## src/io_zone_pkg.sv

```systemverilog
/*
 * Constants for the host I/O window decoder: register indices, field
 * positions, reset values and fixed decode addresses.
 * Assumes registers sit one per aligned 32-bit APB word, byte address
 * equal to four times the register index.
 */
package io_zone_pkg;

    // ------------------------------------------------------------------
    // Register indices (byte address is index times four)
    // ------------------------------------------------------------------
    localparam int IDX_W = 8;
    localparam logic [7:0] IDX_CONFIG = 8'hF0;
    localparam logic [7:0] IDX_A_HIGH = 8'hF1;
    localparam logic [7:0] IDX_A_LOW = 8'hF2;
    localparam logic [7:0] IDX_A_SIZE = 8'hF3;
    localparam logic [7:0] IDX_B_HIGH = 8'hF4;
    localparam logic [7:0] IDX_B_LOW = 8'hF5;
    localparam logic [7:0] IDX_B_SIZE = 8'hF6;

    // ------------------------------------------------------------------
    // Field positions
    // ------------------------------------------------------------------
    localparam int CFG_LOCK_BIT = 7;
    localparam int CFG_DEBUG_BIT = 4;
    localparam int CFG_EN_LSB = 0;
    localparam int NUM_WINDOWS = 4;
    localparam int SIZE_W = 4;
    localparam int ADDR_W = 16;

    // ------------------------------------------------------------------
    // Reset values and fixed addresses
    // ------------------------------------------------------------------
    localparam logic [7:0] CONFIG_RST = 8'h00;
    localparam logic [7:0] BASE_RST = 8'h00;
    localparam logic [3:0] SIZE_RST = 4'h0;
    localparam logic [3:0] SIZE_MAX_CODE = 4'h8;
    localparam logic [15:0] DEBUG_PORT_ADDR = 16'h0080;

endpackage : io_zone_pkg

```

## src/io_window_match.sv

```systemverilog
/*
 * Single I/O window comparator: power-of-two window at a given base.
 * Assumes the base is aligned to the window size by software.
 */
`timescale 1ns/1ps
module io_window_match
    import io_zone_pkg::*;
(
    input wire logic [ADDR_W-1:0] window_base,
    input wire logic [SIZE_W-1:0] size_code,
    input wire logic window_enable,
    input wire logic [ADDR_W-1:0] cycle_addr,
    output logic window_hit
);

    // ------------------------------------------------------------------
    // Compare address bits above the size bits
    // ------------------------------------------------------------------
    wire logic [ADDR_W-1:0] span_mask;

    assign span_mask = 16'hFFFF << size_code;
    assign window_hit = window_enable &&
        ((cycle_addr & span_mask) == (window_base & span_mask));

endmodule : io_window_match

```

## src/io_zone_window_decoder.sv

```systemverilog
/*
 * Host I/O window decoder: APB register file for two window pairs,
 * enables and map lock, and claim decode of host I/O cycle addresses.
 * Assumes host I/O cycles arrive as a one-cycle valid with a 16-bit
 * address, synchronous to pclk.
 */
// The implementer's own choice: the APB slave port.
// What this block does
// Pair A base is high byte bits 15:8 plus low byte bits 7:0.
// Pair A low-byte register gives base address bits 7:0.
// Pair B base is formed the same way from its own registers.
// Size field bits 3:0 gives window length two to the n bytes.
// Code 0 is one byte default, code 8 is 256; above 8 reserved.
// Software aligns each base to its window size.
// Both windows of a pair share size and are contiguous.
// Second window address never depends on first window enable.
// All base and size registers reset to zero.
// First window at base, second at base plus window size.
// Each window claims only when its own enable is set.
// Lock set makes all base, size and config writes ignored.
// Claim host I/O cycle whose address hits any enabled window.
// Size register bits 7:4 read zero and never affect decode.
`timescale 1ns/1ps
module io_zone_window_decoder
    import io_zone_pkg::*;
#(
    parameter int PADDR_W = 12
)
(
    input wire logic pclk,
    input wire logic presetn,
    input wire logic psel,
    input wire logic penable,
    input wire logic pwrite,
    input wire logic [PADDR_W-1:0] paddr,
    input wire logic [31:0] pwdata,
    output logic [31:0] prdata,
    output logic pready,
    output logic pslverr,
    input wire logic io_cycle_valid,
    input wire logic [ADDR_W-1:0] io_cycle_addr,
    output logic io_claim,
    output logic [NUM_WINDOWS-1:0] io_claim_window,
    output logic io_claim_debug
);

    // ------------------------------------------------------------------
    // Registers
    // ------------------------------------------------------------------
    logic io_map_lock_r;
    logic debug_port_enable_r;
    logic [NUM_WINDOWS-1:0] window_enable_r;
    logic [7:0] pair_a_base_upper_field_r;
    logic [7:0] pair_a_base_lower_field_r;
    logic [SIZE_W-1:0] pair_a_size_code_r;
    logic [7:0] pair_b_base_upper_field_r;
    logic [7:0] pair_b_base_lower_field_r;
    logic [SIZE_W-1:0] pair_b_size_code_r;
    logic [31:0] prdata_r;
    logic io_claim_r;
    logic [NUM_WINDOWS-1:0] io_claim_window_r;
    logic io_claim_debug_r;

    // ------------------------------------------------------------------
    // APB decode
    // ------------------------------------------------------------------
    wire logic [IDX_W-1:0] reg_idx = paddr[IDX_W+1:2];
    wire logic upper_zero = (paddr >> (IDX_W + 2)) == '0;
    wire logic sel_config = upper_zero && (reg_idx == IDX_CONFIG);
    wire logic sel_a_high = upper_zero && (reg_idx == IDX_A_HIGH);
    wire logic sel_a_low = upper_zero && (reg_idx == IDX_A_LOW);
    wire logic sel_a_size = upper_zero && (reg_idx == IDX_A_SIZE);
    wire logic sel_b_high = upper_zero && (reg_idx == IDX_B_HIGH);
    wire logic sel_b_low = upper_zero && (reg_idx == IDX_B_LOW);
    wire logic sel_b_size = upper_zero && (reg_idx == IDX_B_SIZE);
    wire logic addr_mapped = sel_config || sel_a_high || sel_a_low ||
        sel_a_size || sel_b_high || sel_b_low || sel_b_size;
    wire logic setup_phase = psel && !penable;
    wire logic access_phase = psel && penable;
    wire logic wr_ok = access_phase && pwrite && !io_map_lock_r;
    wire logic [7:0] wbyte = pwdata[7:0];
    wire logic [7:0] config_byte;
    wire logic [7:0] rd_byte;

    assign config_byte = {io_map_lock_r, 2'b00, debug_port_enable_r,
        window_enable_r};
    assign rd_byte =
        sel_config ? config_byte :
        sel_a_high ? pair_a_base_upper_field_r :
        sel_a_low ? pair_a_base_lower_field_r :
        sel_a_size ? {4'h0, pair_a_size_code_r} :
        sel_b_high ? pair_b_base_upper_field_r :
        sel_b_low ? pair_b_base_lower_field_r :
        sel_b_size ? {4'h0, pair_b_size_code_r} :
        8'h00;

    assign pready = 1'b1;
    assign pslverr = access_phase && !addr_mapped;
    assign prdata = prdata_r;

    // ------------------------------------------------------------------
    // Read data capture in setup cycle
    // ------------------------------------------------------------------
    always_ff @(posedge pclk or negedge presetn)
    begin
        if (!presetn)
            prdata_r <= 32'h0000_0000;
        else if (setup_phase && !pwrite)
            prdata_r <= {24'h00_0000, rd_byte};
    end

    // ------------------------------------------------------------------
    // Configuration register
    // ------------------------------------------------------------------
    always_ff @(posedge pclk or negedge presetn)
    begin
        if (!presetn)
        begin
            io_map_lock_r <= CONFIG_RST[CFG_LOCK_BIT];
            debug_port_enable_r <= CONFIG_RST[CFG_DEBUG_BIT];
            window_enable_r <= CONFIG_RST[NUM_WINDOWS-1:0];
        end
        else if (wr_ok && sel_config)
        begin
            io_map_lock_r <= wbyte[CFG_LOCK_BIT];
            debug_port_enable_r <= wbyte[CFG_DEBUG_BIT];
            window_enable_r <= wbyte[CFG_EN_LSB +: NUM_WINDOWS];
        end
    end

    // ------------------------------------------------------------------
    // Base and size registers
    // ------------------------------------------------------------------
    always_ff @(posedge pclk or negedge presetn)
    begin
        if (!presetn)
        begin
            pair_a_base_upper_field_r <= BASE_RST;
            pair_a_base_lower_field_r <= BASE_RST;
            pair_a_size_code_r <= SIZE_RST;
            pair_b_base_upper_field_r <= BASE_RST;
            pair_b_base_lower_field_r <= BASE_RST;
            pair_b_size_code_r <= SIZE_RST;
        end
        else
        begin
            if (wr_ok && sel_a_high)
                pair_a_base_upper_field_r <= wbyte;
            if (wr_ok && sel_a_low)
                pair_a_base_lower_field_r <= wbyte;
            if (wr_ok && sel_a_size)
                pair_a_size_code_r <= wbyte[SIZE_W-1:0];
            if (wr_ok && sel_b_high)
                pair_b_base_upper_field_r <= wbyte;
            if (wr_ok && sel_b_low)
                pair_b_base_lower_field_r <= wbyte;
            if (wr_ok && sel_b_size)
                pair_b_size_code_r <= wbyte[SIZE_W-1:0];
        end
    end

    // ------------------------------------------------------------------
    // Window placement
    // ------------------------------------------------------------------
    wire logic [ADDR_W-1:0] pair_a_base = {pair_a_base_upper_field_r,
        pair_a_base_lower_field_r};
    wire logic [ADDR_W-1:0] pair_b_base = {pair_b_base_upper_field_r,
        pair_b_base_lower_field_r};
    wire logic [ADDR_W-1:0] pair_a_len;
    wire logic [ADDR_W-1:0] pair_b_len;
    wire logic [ADDR_W-1:0] win_base [NUM_WINDOWS];
    wire logic [SIZE_W-1:0] win_size [NUM_WINDOWS];
    wire logic [NUM_WINDOWS-1:0] win_hit;

    assign pair_a_len = 16'h0001 << pair_a_size_code_r;
    assign pair_b_len = 16'h0001 << pair_b_size_code_r;
    assign win_base[0] = pair_a_base;
    assign win_base[1] = pair_a_base + pair_a_len;
    assign win_base[2] = pair_b_base;
    assign win_base[3] = pair_b_base + pair_b_len;
    assign win_size[0] = pair_a_size_code_r;
    assign win_size[1] = pair_a_size_code_r;
    assign win_size[2] = pair_b_size_code_r;
    assign win_size[3] = pair_b_size_code_r;

    // ------------------------------------------------------------------
    // Per-window match
    // ------------------------------------------------------------------
    generate
        for (genvar i = 0; i < NUM_WINDOWS; i++)
        begin : g_window
            io_window_match u_match (
                .window_base(win_base[i]),
                .size_code(win_size[i]),
                .window_enable(window_enable_r[i]),
                .cycle_addr(io_cycle_addr),
                .window_hit(win_hit[i])
            );
        end
    endgenerate

    wire logic debug_hit = debug_port_enable_r &&
        (io_cycle_addr == DEBUG_PORT_ADDR);

    // ------------------------------------------------------------------
    // Claim outputs, one cycle after the cycle address
    // ------------------------------------------------------------------
    always_ff @(posedge pclk or negedge presetn)
    begin
        if (!presetn)
        begin
            io_claim_r <= 1'b0;
            io_claim_window_r <= '0;
            io_claim_debug_r <= 1'b0;
        end
        else
        begin
            io_claim_r <= io_cycle_valid && ((|win_hit) || debug_hit);
            io_claim_window_r <= io_cycle_valid ? win_hit : '0;
            io_claim_debug_r <= io_cycle_valid && debug_hit;
        end
    end

    assign io_claim = io_claim_r;
    assign io_claim_window = io_claim_window_r;
    assign io_claim_debug = io_claim_debug_r;

    // ------------------------------------------------------------------
    // Assertions
    // ------------------------------------------------------------------
    wire logic [ADDR_W-1:0] top_w0 = pair_a_base + pair_a_len - 16'h0001;
    wire logic [ADDR_W-1:0] base_w1 = pair_a_base + pair_a_len;
    wire logic [ADDR_W-1:0] top_w1 = base_w1 + pair_a_len - 16'h0001;
    wire logic aligned_a = (pair_a_base & (pair_a_len - 16'h0001)) == '0;

    property p_base_high;
        @(posedge pclk) disable iff (!presetn)
        wr_ok && sel_a_high |=> pair_a_base[15:8] == $past(pwdata[7:0]);
    endproperty
    a_base_high: assert property (p_base_high)
        else $error("pair A high byte not written");
    property p_base_low;
        @(posedge pclk) disable iff (!presetn)
        wr_ok && sel_a_low |=> pair_a_base[7:0] == $past(pwdata[7:0]);
    endproperty
    a_base_low: assert property (p_base_low)
        else $error("pair A low byte not written");

    property p_pair_b;
        @(posedge pclk) disable iff (!presetn)
        io_cycle_valid && window_enable_r[2] && io_cycle_addr == pair_b_base
        |=> io_claim_window[2] && io_claim;
    endproperty
    a_pair_b: assert property (p_pair_b)
        else $error("pair B base not claimed");

    property p_size_top;
        @(posedge pclk) disable iff (!presetn)
        io_cycle_valid && window_enable_r[0] &&
        pair_a_size_code_r <= SIZE_MAX_CODE && io_cycle_addr == top_w0 &&
        aligned_a
        |=> io_claim_window[0];
    endproperty
    a_size_top: assert property (p_size_top)
        else $error("last byte of window 0 not claimed");
    property p_one_byte;
        @(posedge pclk) disable iff (!presetn)
        io_cycle_valid && pair_a_size_code_r == 4'h0 &&
        io_cycle_addr == pair_a_base + 16'h0001
        |=> !io_claim_window[0];
    endproperty
    a_one_byte: assert property (p_one_byte)
        else $error("size code 0 claimed more than one byte");

    property p_second_top;
        @(posedge pclk) disable iff (!presetn)
        io_cycle_valid && window_enable_r[1] &&
        pair_a_size_code_r <= SIZE_MAX_CODE && aligned_a &&
        io_cycle_addr == top_w1
        |=> io_claim_window[1];
    endproperty
    a_second_top: assert property (p_second_top)
        else $error("second window not of equal size");
    property p_second_alone;
        @(posedge pclk) disable iff (!presetn)
        io_cycle_valid && window_enable_r[1] && !window_enable_r[0] &&
        io_cycle_addr == base_w1
        |=> io_claim_window[1] && !io_claim_window[0];
    endproperty
    a_second_alone: assert property (p_second_alone)
        else $error("second window moved with first enable");

    property p_reset_zero;
        @(posedge pclk) $rose(presetn) |->
        pair_a_base == 16'h0000 && pair_b_base == 16'h0000 &&
        pair_a_size_code_r == 4'h0 && pair_b_size_code_r == 4'h0;
    endproperty
    a_reset_zero: assert property (p_reset_zero)
        else $error("window registers not zero after reset");

    property p_no_enable;
        @(posedge pclk) disable iff (!presetn)
        window_enable_r == 4'h0 ##1 1'b1 |-> io_claim_window == 4'h0;
    endproperty
    a_no_enable: assert property (p_no_enable)
        else $error("window claimed while disabled");

    property p_lock;
        @(posedge pclk) disable iff (!presetn)
        io_map_lock_r && access_phase && pwrite
        |=> $stable(pair_a_base) && $stable(pair_b_base) &&
        $stable(pair_a_size_code_r) && $stable(pair_b_size_code_r) &&
        $stable(window_enable_r) && io_map_lock_r;
    endproperty
    a_lock: assert property (p_lock)
        else $error("write took effect while map locked");
    property p_claim_or;
        @(posedge pclk) disable iff (!presetn)
        io_claim == ((|io_claim_window) || io_claim_debug);
    endproperty
    a_claim_or: assert property (p_claim_or)
        else $error("claim disagrees with window hits");

    property p_size_read;
        @(posedge pclk) disable iff (!presetn)
        setup_phase && !pwrite && (sel_a_size || sel_b_size)
        |=> prdata[31:4] == 28'h000_0000;
    endproperty
    a_size_read: assert property (p_size_read)
        else $error("reserved size bits read nonzero");

    c_claim_w0: cover property (@(posedge pclk) io_claim_window[0]);
    c_claim_w3: cover property (@(posedge pclk) io_claim_window[3]);
    c_lock_write: cover property (@(posedge pclk)
        io_map_lock_r && access_phase && pwrite);
    c_size_max: cover property (@(posedge pclk)
        pair_b_size_code_r == SIZE_MAX_CODE && io_claim_window[3]);

endmodule : io_zone_window_decoder

```

## config.mk

```make
export PLATFORM = sky130hd
export DESIGN_NAME = io_zone_window_decoder
export DESIGN_NICKNAME = d
export VERILOG_FILES = /design/src/io_zone_pkg.sv /design/src/io_window_match.sv /design/src/io_zone_window_decoder.sv
export SDC_FILE = /design/constraint.sdc
export NUM_CORES = 1
export LEC_CHECK = 0
export BUFFER_PORTS_ARGS = -buffer_cell sky130_fd_sc_hd__buf_2
export CORE_MARGIN = 1
export CORE_UTILIZATION = 50
export CTS_BUF_LIST = sky130_fd_sc_hd__clkbuf_2
export CTS_CLUSTER_SIZE = 20
export DETAILED_ROUTE_END_ITERATION = 12
export PLACE_DENSITY = 0.72
export SETUP_SLACK_MARGIN = 0.4
export SKIP_CTS_REPAIR_TIMING = 1
export SLEW_MARGIN = 0
export SYNTH_ARGS = -nofsm -noshare
export SYNTH_HDL_FRONTEND = slang
export SYNTH_SLANG_ARGS = --single-unit
```

## constraint.sdc

```tcl
create_clock -name pclk -period 4.55 [get_ports pclk]
set_input_delay 0 -clock pclk [delete_from_list [all_inputs] [get_ports pclk]]
set_output_delay 0 -clock pclk [all_outputs]
set_load 0.005 [all_outputs]
```

==> impl_metrics.json <==
{
  "status": "completed",
  "drive_gt1_share_pct": 18.5,
  "clkSinkCount": 60,
  "antenna_found_initial": 0,
  "nets": 868,
  "grt.total_usage_pct": 30.9,
  "cts_tree": "built",
  "path_delay_family": "simple AND/OR/NAND/NOR gates",
  "cp.arrival_ns": 4.28,
  "multi_input_area_um2": 4290,
  "r2r_end": "io_claim",
  "slew_viol_final": 0,
  "start_util_pct": 51.2,
  "dieArea_um2": 12700,
  "syn_area_per_cell_um2": 8.40,
  "yosys.area_share.adder_pct": 6.37,
  "grt_pass1_vias": 5636,
  "drtAntennaViolNets": 0,
  "fin_crit_ns": 3.90,
  "setup_viol": 0,
  "core_um2": 12000,
  "wl_met3_um": 1540,
  "finalInstanceArea_um2": 6680,
  "clk_pin_slew_ns": 0.24,
  "synthSimpleGateAreaFrac_pct": 19.6,
  "clock_skew_ns": 0.0568,
  "slew_headroom_pct": 34.5,
  "hold_violations": 0,
  "rows": 40,
  "holdPathEnd": "prdata[5]",
  "synth_top_family_by_area": "compound AO/OA/AOI/OAI gates",
  "hp-class": "primary input to flip-flop",
  "whs_ns": 0.0936,
  "grt_start_max_net_pins": 61,
  "finalWeightedCongestion": 0.951,
  "worst-r2r-cell-count": 12,
  "first_pass_iters": 5,
  "die_h_um": 113,
  "powerDensity_nw_per_um2": 180,
  "crit_slowest_cell": "dfrtp_1",
  "grt_pass1_wl_um": 30200,
  "cts_buffer_depth": 2,
  "rsz0062_at_grt": "false",
  "leakagePower_nw": 3.11,
  "finalSetupTns_ns": 0,
  "cp_num_buf_inv": 1,
  "max_stage_delay_ns": 0.70,
  "nFillCells": 1079,
  "worstSetupEndpointType": "flip-flop",
  "drcViolationCount": 0,
  "wl_per_cell_um": 21.2,
  "cts_made_buffers": 9,
  "clock-root-buffer": "clkbuf_2",
  "maxCapViolations": 0,
  "crit_chain": "inv_1 > nand2_1 > nor2_1 > ha_1 > a21oi_1 > nor2b_1 > nor4b_1 > o21ai_0 > o211ai_2 > a221oi_2 > and4b_4 > or3_1",
  "postPlaceCellArea_um2": 6340,
  "area_growth_pct": 9.07,
  "worst_pin_slew_ns": 0.974,
  "synth_xor_area_share_pct": 11.6,
  "initialDrtViolationCount": 445,
  "grt_overflow_total": 0,
  "synth_compound_area_share_pct": 21.1,
  "n_antenna_cell": 0,
  "top_level_ports": 106,
  "holdPathStages": 6,
  "wl_um": 19600,
  "seq_area_um2": 1500,
  "yosysSeqAreaShare_pct": 24.5,
  "syn_area_um2": 6120,
  "synth_flop_cell": "dfrtp_1",
  "synth_warnings": 0,
  "cp_max_fo": 15,
  "required_ns": 4.93,
  "dr.max_layer_used": "met4",
  "synth.area.mux_share_pct": 9.64,
  "drt-met1-wl_um": 8250,
  "min_from": "paddr[11]",
  "finalCritPeriodShare_pct": 85.7,
  "dpl.hpwl_um": 14700,
  "clkLatencyLatePin_ns": 0.53,
  "die_w_um": 113,
  "synth-seq-cells": 60,
  "r2r_start": "pair_a_size_code_r[3]",
  "wl_met2_um": 8880,
  "ff2ff_setup_slack_ns": 0.65,
  "synth-edff-count": 0,
  "max_freq_mhz": 256,
  "ir_drop_mv": 0.221,
  "start_kind": "flip-flop",
  "htreeDepth": 3,
  "synth_cell_types": 81,
  "synth-async-reset-ratio_pct": 100,
  "routed_via_density": 6.56,
  "crit_type": "flip-flop to flip-flop",
  "io_buffers": 54,
  "synthCells": 729,
  "vias": 6059
}
## placed cells by master, fill, tap and decap left out, drive strengths merged, types with 4 or more instances in the layout
cell / count
buf: 59
nor3: 12
nand3b: 4
nand2b: 10
conb: 25
dfrtp: 60
xnor2: 51
a211oi: 5
clkbuf: 9
o2111ai: 5
a31oi: 10
nand3: 10
nor4: 11
o22ai: 8
or2: 6
a21o: 7
nand4: 14
and3: 8
a22o: 4
ha: 28
o311ai: 4
mux2: 48
a22oi: 14
o31ai: 5
a21oi: 58
nand2: 59
nor2: 59
nor2b: 9
o21a: 5
or3: 6
o211ai: 6
dlygate4sd3: 18
mux2i: 5
and2: 8
inv: 16
xor2: 25
o21ai: 23
## metrics by stage
step                std cells  power (mW)  worst slack, ns  util [%]
finish                    924        1.20            0.649      55.8
global route              924        1.25            0.448      55.8
CTS                       906        1.20            0.758      54.3
detailed placement        890       0.740            0.796      53.0
global placement          890       0.735            0.911      53.0
floorplan                 752       0.683             1.20         -
## area by class of cell
class                   count  share of cell area, %
multi-input cells         608                   64.2
inverters                  16                  0.899
clock inverters             7                   1.72
well taps                 147                   2.75
clock buffers               9                  0.674
repair buffers             77                   7.30
flip-flops and latches     60                   22.5
## where the power goes
part	internal (mW)	total, mW	switching [mW]
combinational	0.0770	0.192	0.115
clock	0.235	0.459	0.224
sequential	0.544	0.553	0.00920
## registers in the layout (all words and copies together) (netlist names)
signal and cells:
prdata 8, pair_a_size_code_r 4, io_claim 1, io_map_lock_r 1, pair_a_base_upper_field_r 8, debug_port_enable_r 1, pair_b_base_lower_field_r 8, io_claim_window 4
pair_a_base_lower_field_r 8, io_claim_debug 1, pair_b_size_code_r 4, window_enable_r 4, pair_b_base_upper_field_r 8
## cells in the mapped netlist (all sizes together) (8+ instances only)
library cell,n,area (µm²)
xnor2,51,447
clkbuf,33,124
a21oi,58,290
nor4,11,68.8
dfrtp,60,1500
nor2b,9,56.3
nor2,59,221
a31oi,10,62.6
nand3,10,50.1
o21ai,23,115
buf,35,246
nand2,59,224
mux2,48,541
nand2b,10,62.6
xor2,25,219
o22ai,8,50.1
ha,28,350
inv,16,60.1
and3,8,50.1
and2,8,50.1
nand4,14,87.6
a22oi,14,105
nor3,12,65.1
## logic make-up after synthesis
logic type      after synthesis
simple gates                234
compound gates              188
buf+inv                      84
xor+xnor                     78
flops                        60
mux                          53
fa+ha+maj                    30
other cells                   2
## worst register-to-register path: cells and delay by family, from the launching register on
family	cells	cell delay, ns
AND/OR/NAND/NOR	6	1.60
AO/OA/AOI/OAI	4	0.75
flip-flops	1	0.70
adder cells (fa/ha/maj)	1	0.39
buffers and inverters	1	0.34
## worst max path at each step
stage | start | to | slack, ns | cells after the start
floorplan | pair_a_size_code_r[1] | io_claim | 1.20 | 13
global placement | pair_a_size_code_r[1] | io_claim | 0.91 | 11
detailed placement | pair_a_size_code_r[3] | io_claim | 0.80 | 12
CTS | pair_a_size_code_r[3] | io_claim | 0.76 | 12
global route | pair_a_size_code_r[3] | io_claim | 0.45 | 12
finish | pair_a_size_code_r[3] | io_claim | 0.65 | 12
## per-layer routing
metal	vias to the layer above	track usage [%]
met5	-	0
met4	0	14.9
met3	80	4.97
met2	353	48.1
met1	2911	41.8
li1	2715	-
No activity file was read; power rests on OpenSTA's default activity.
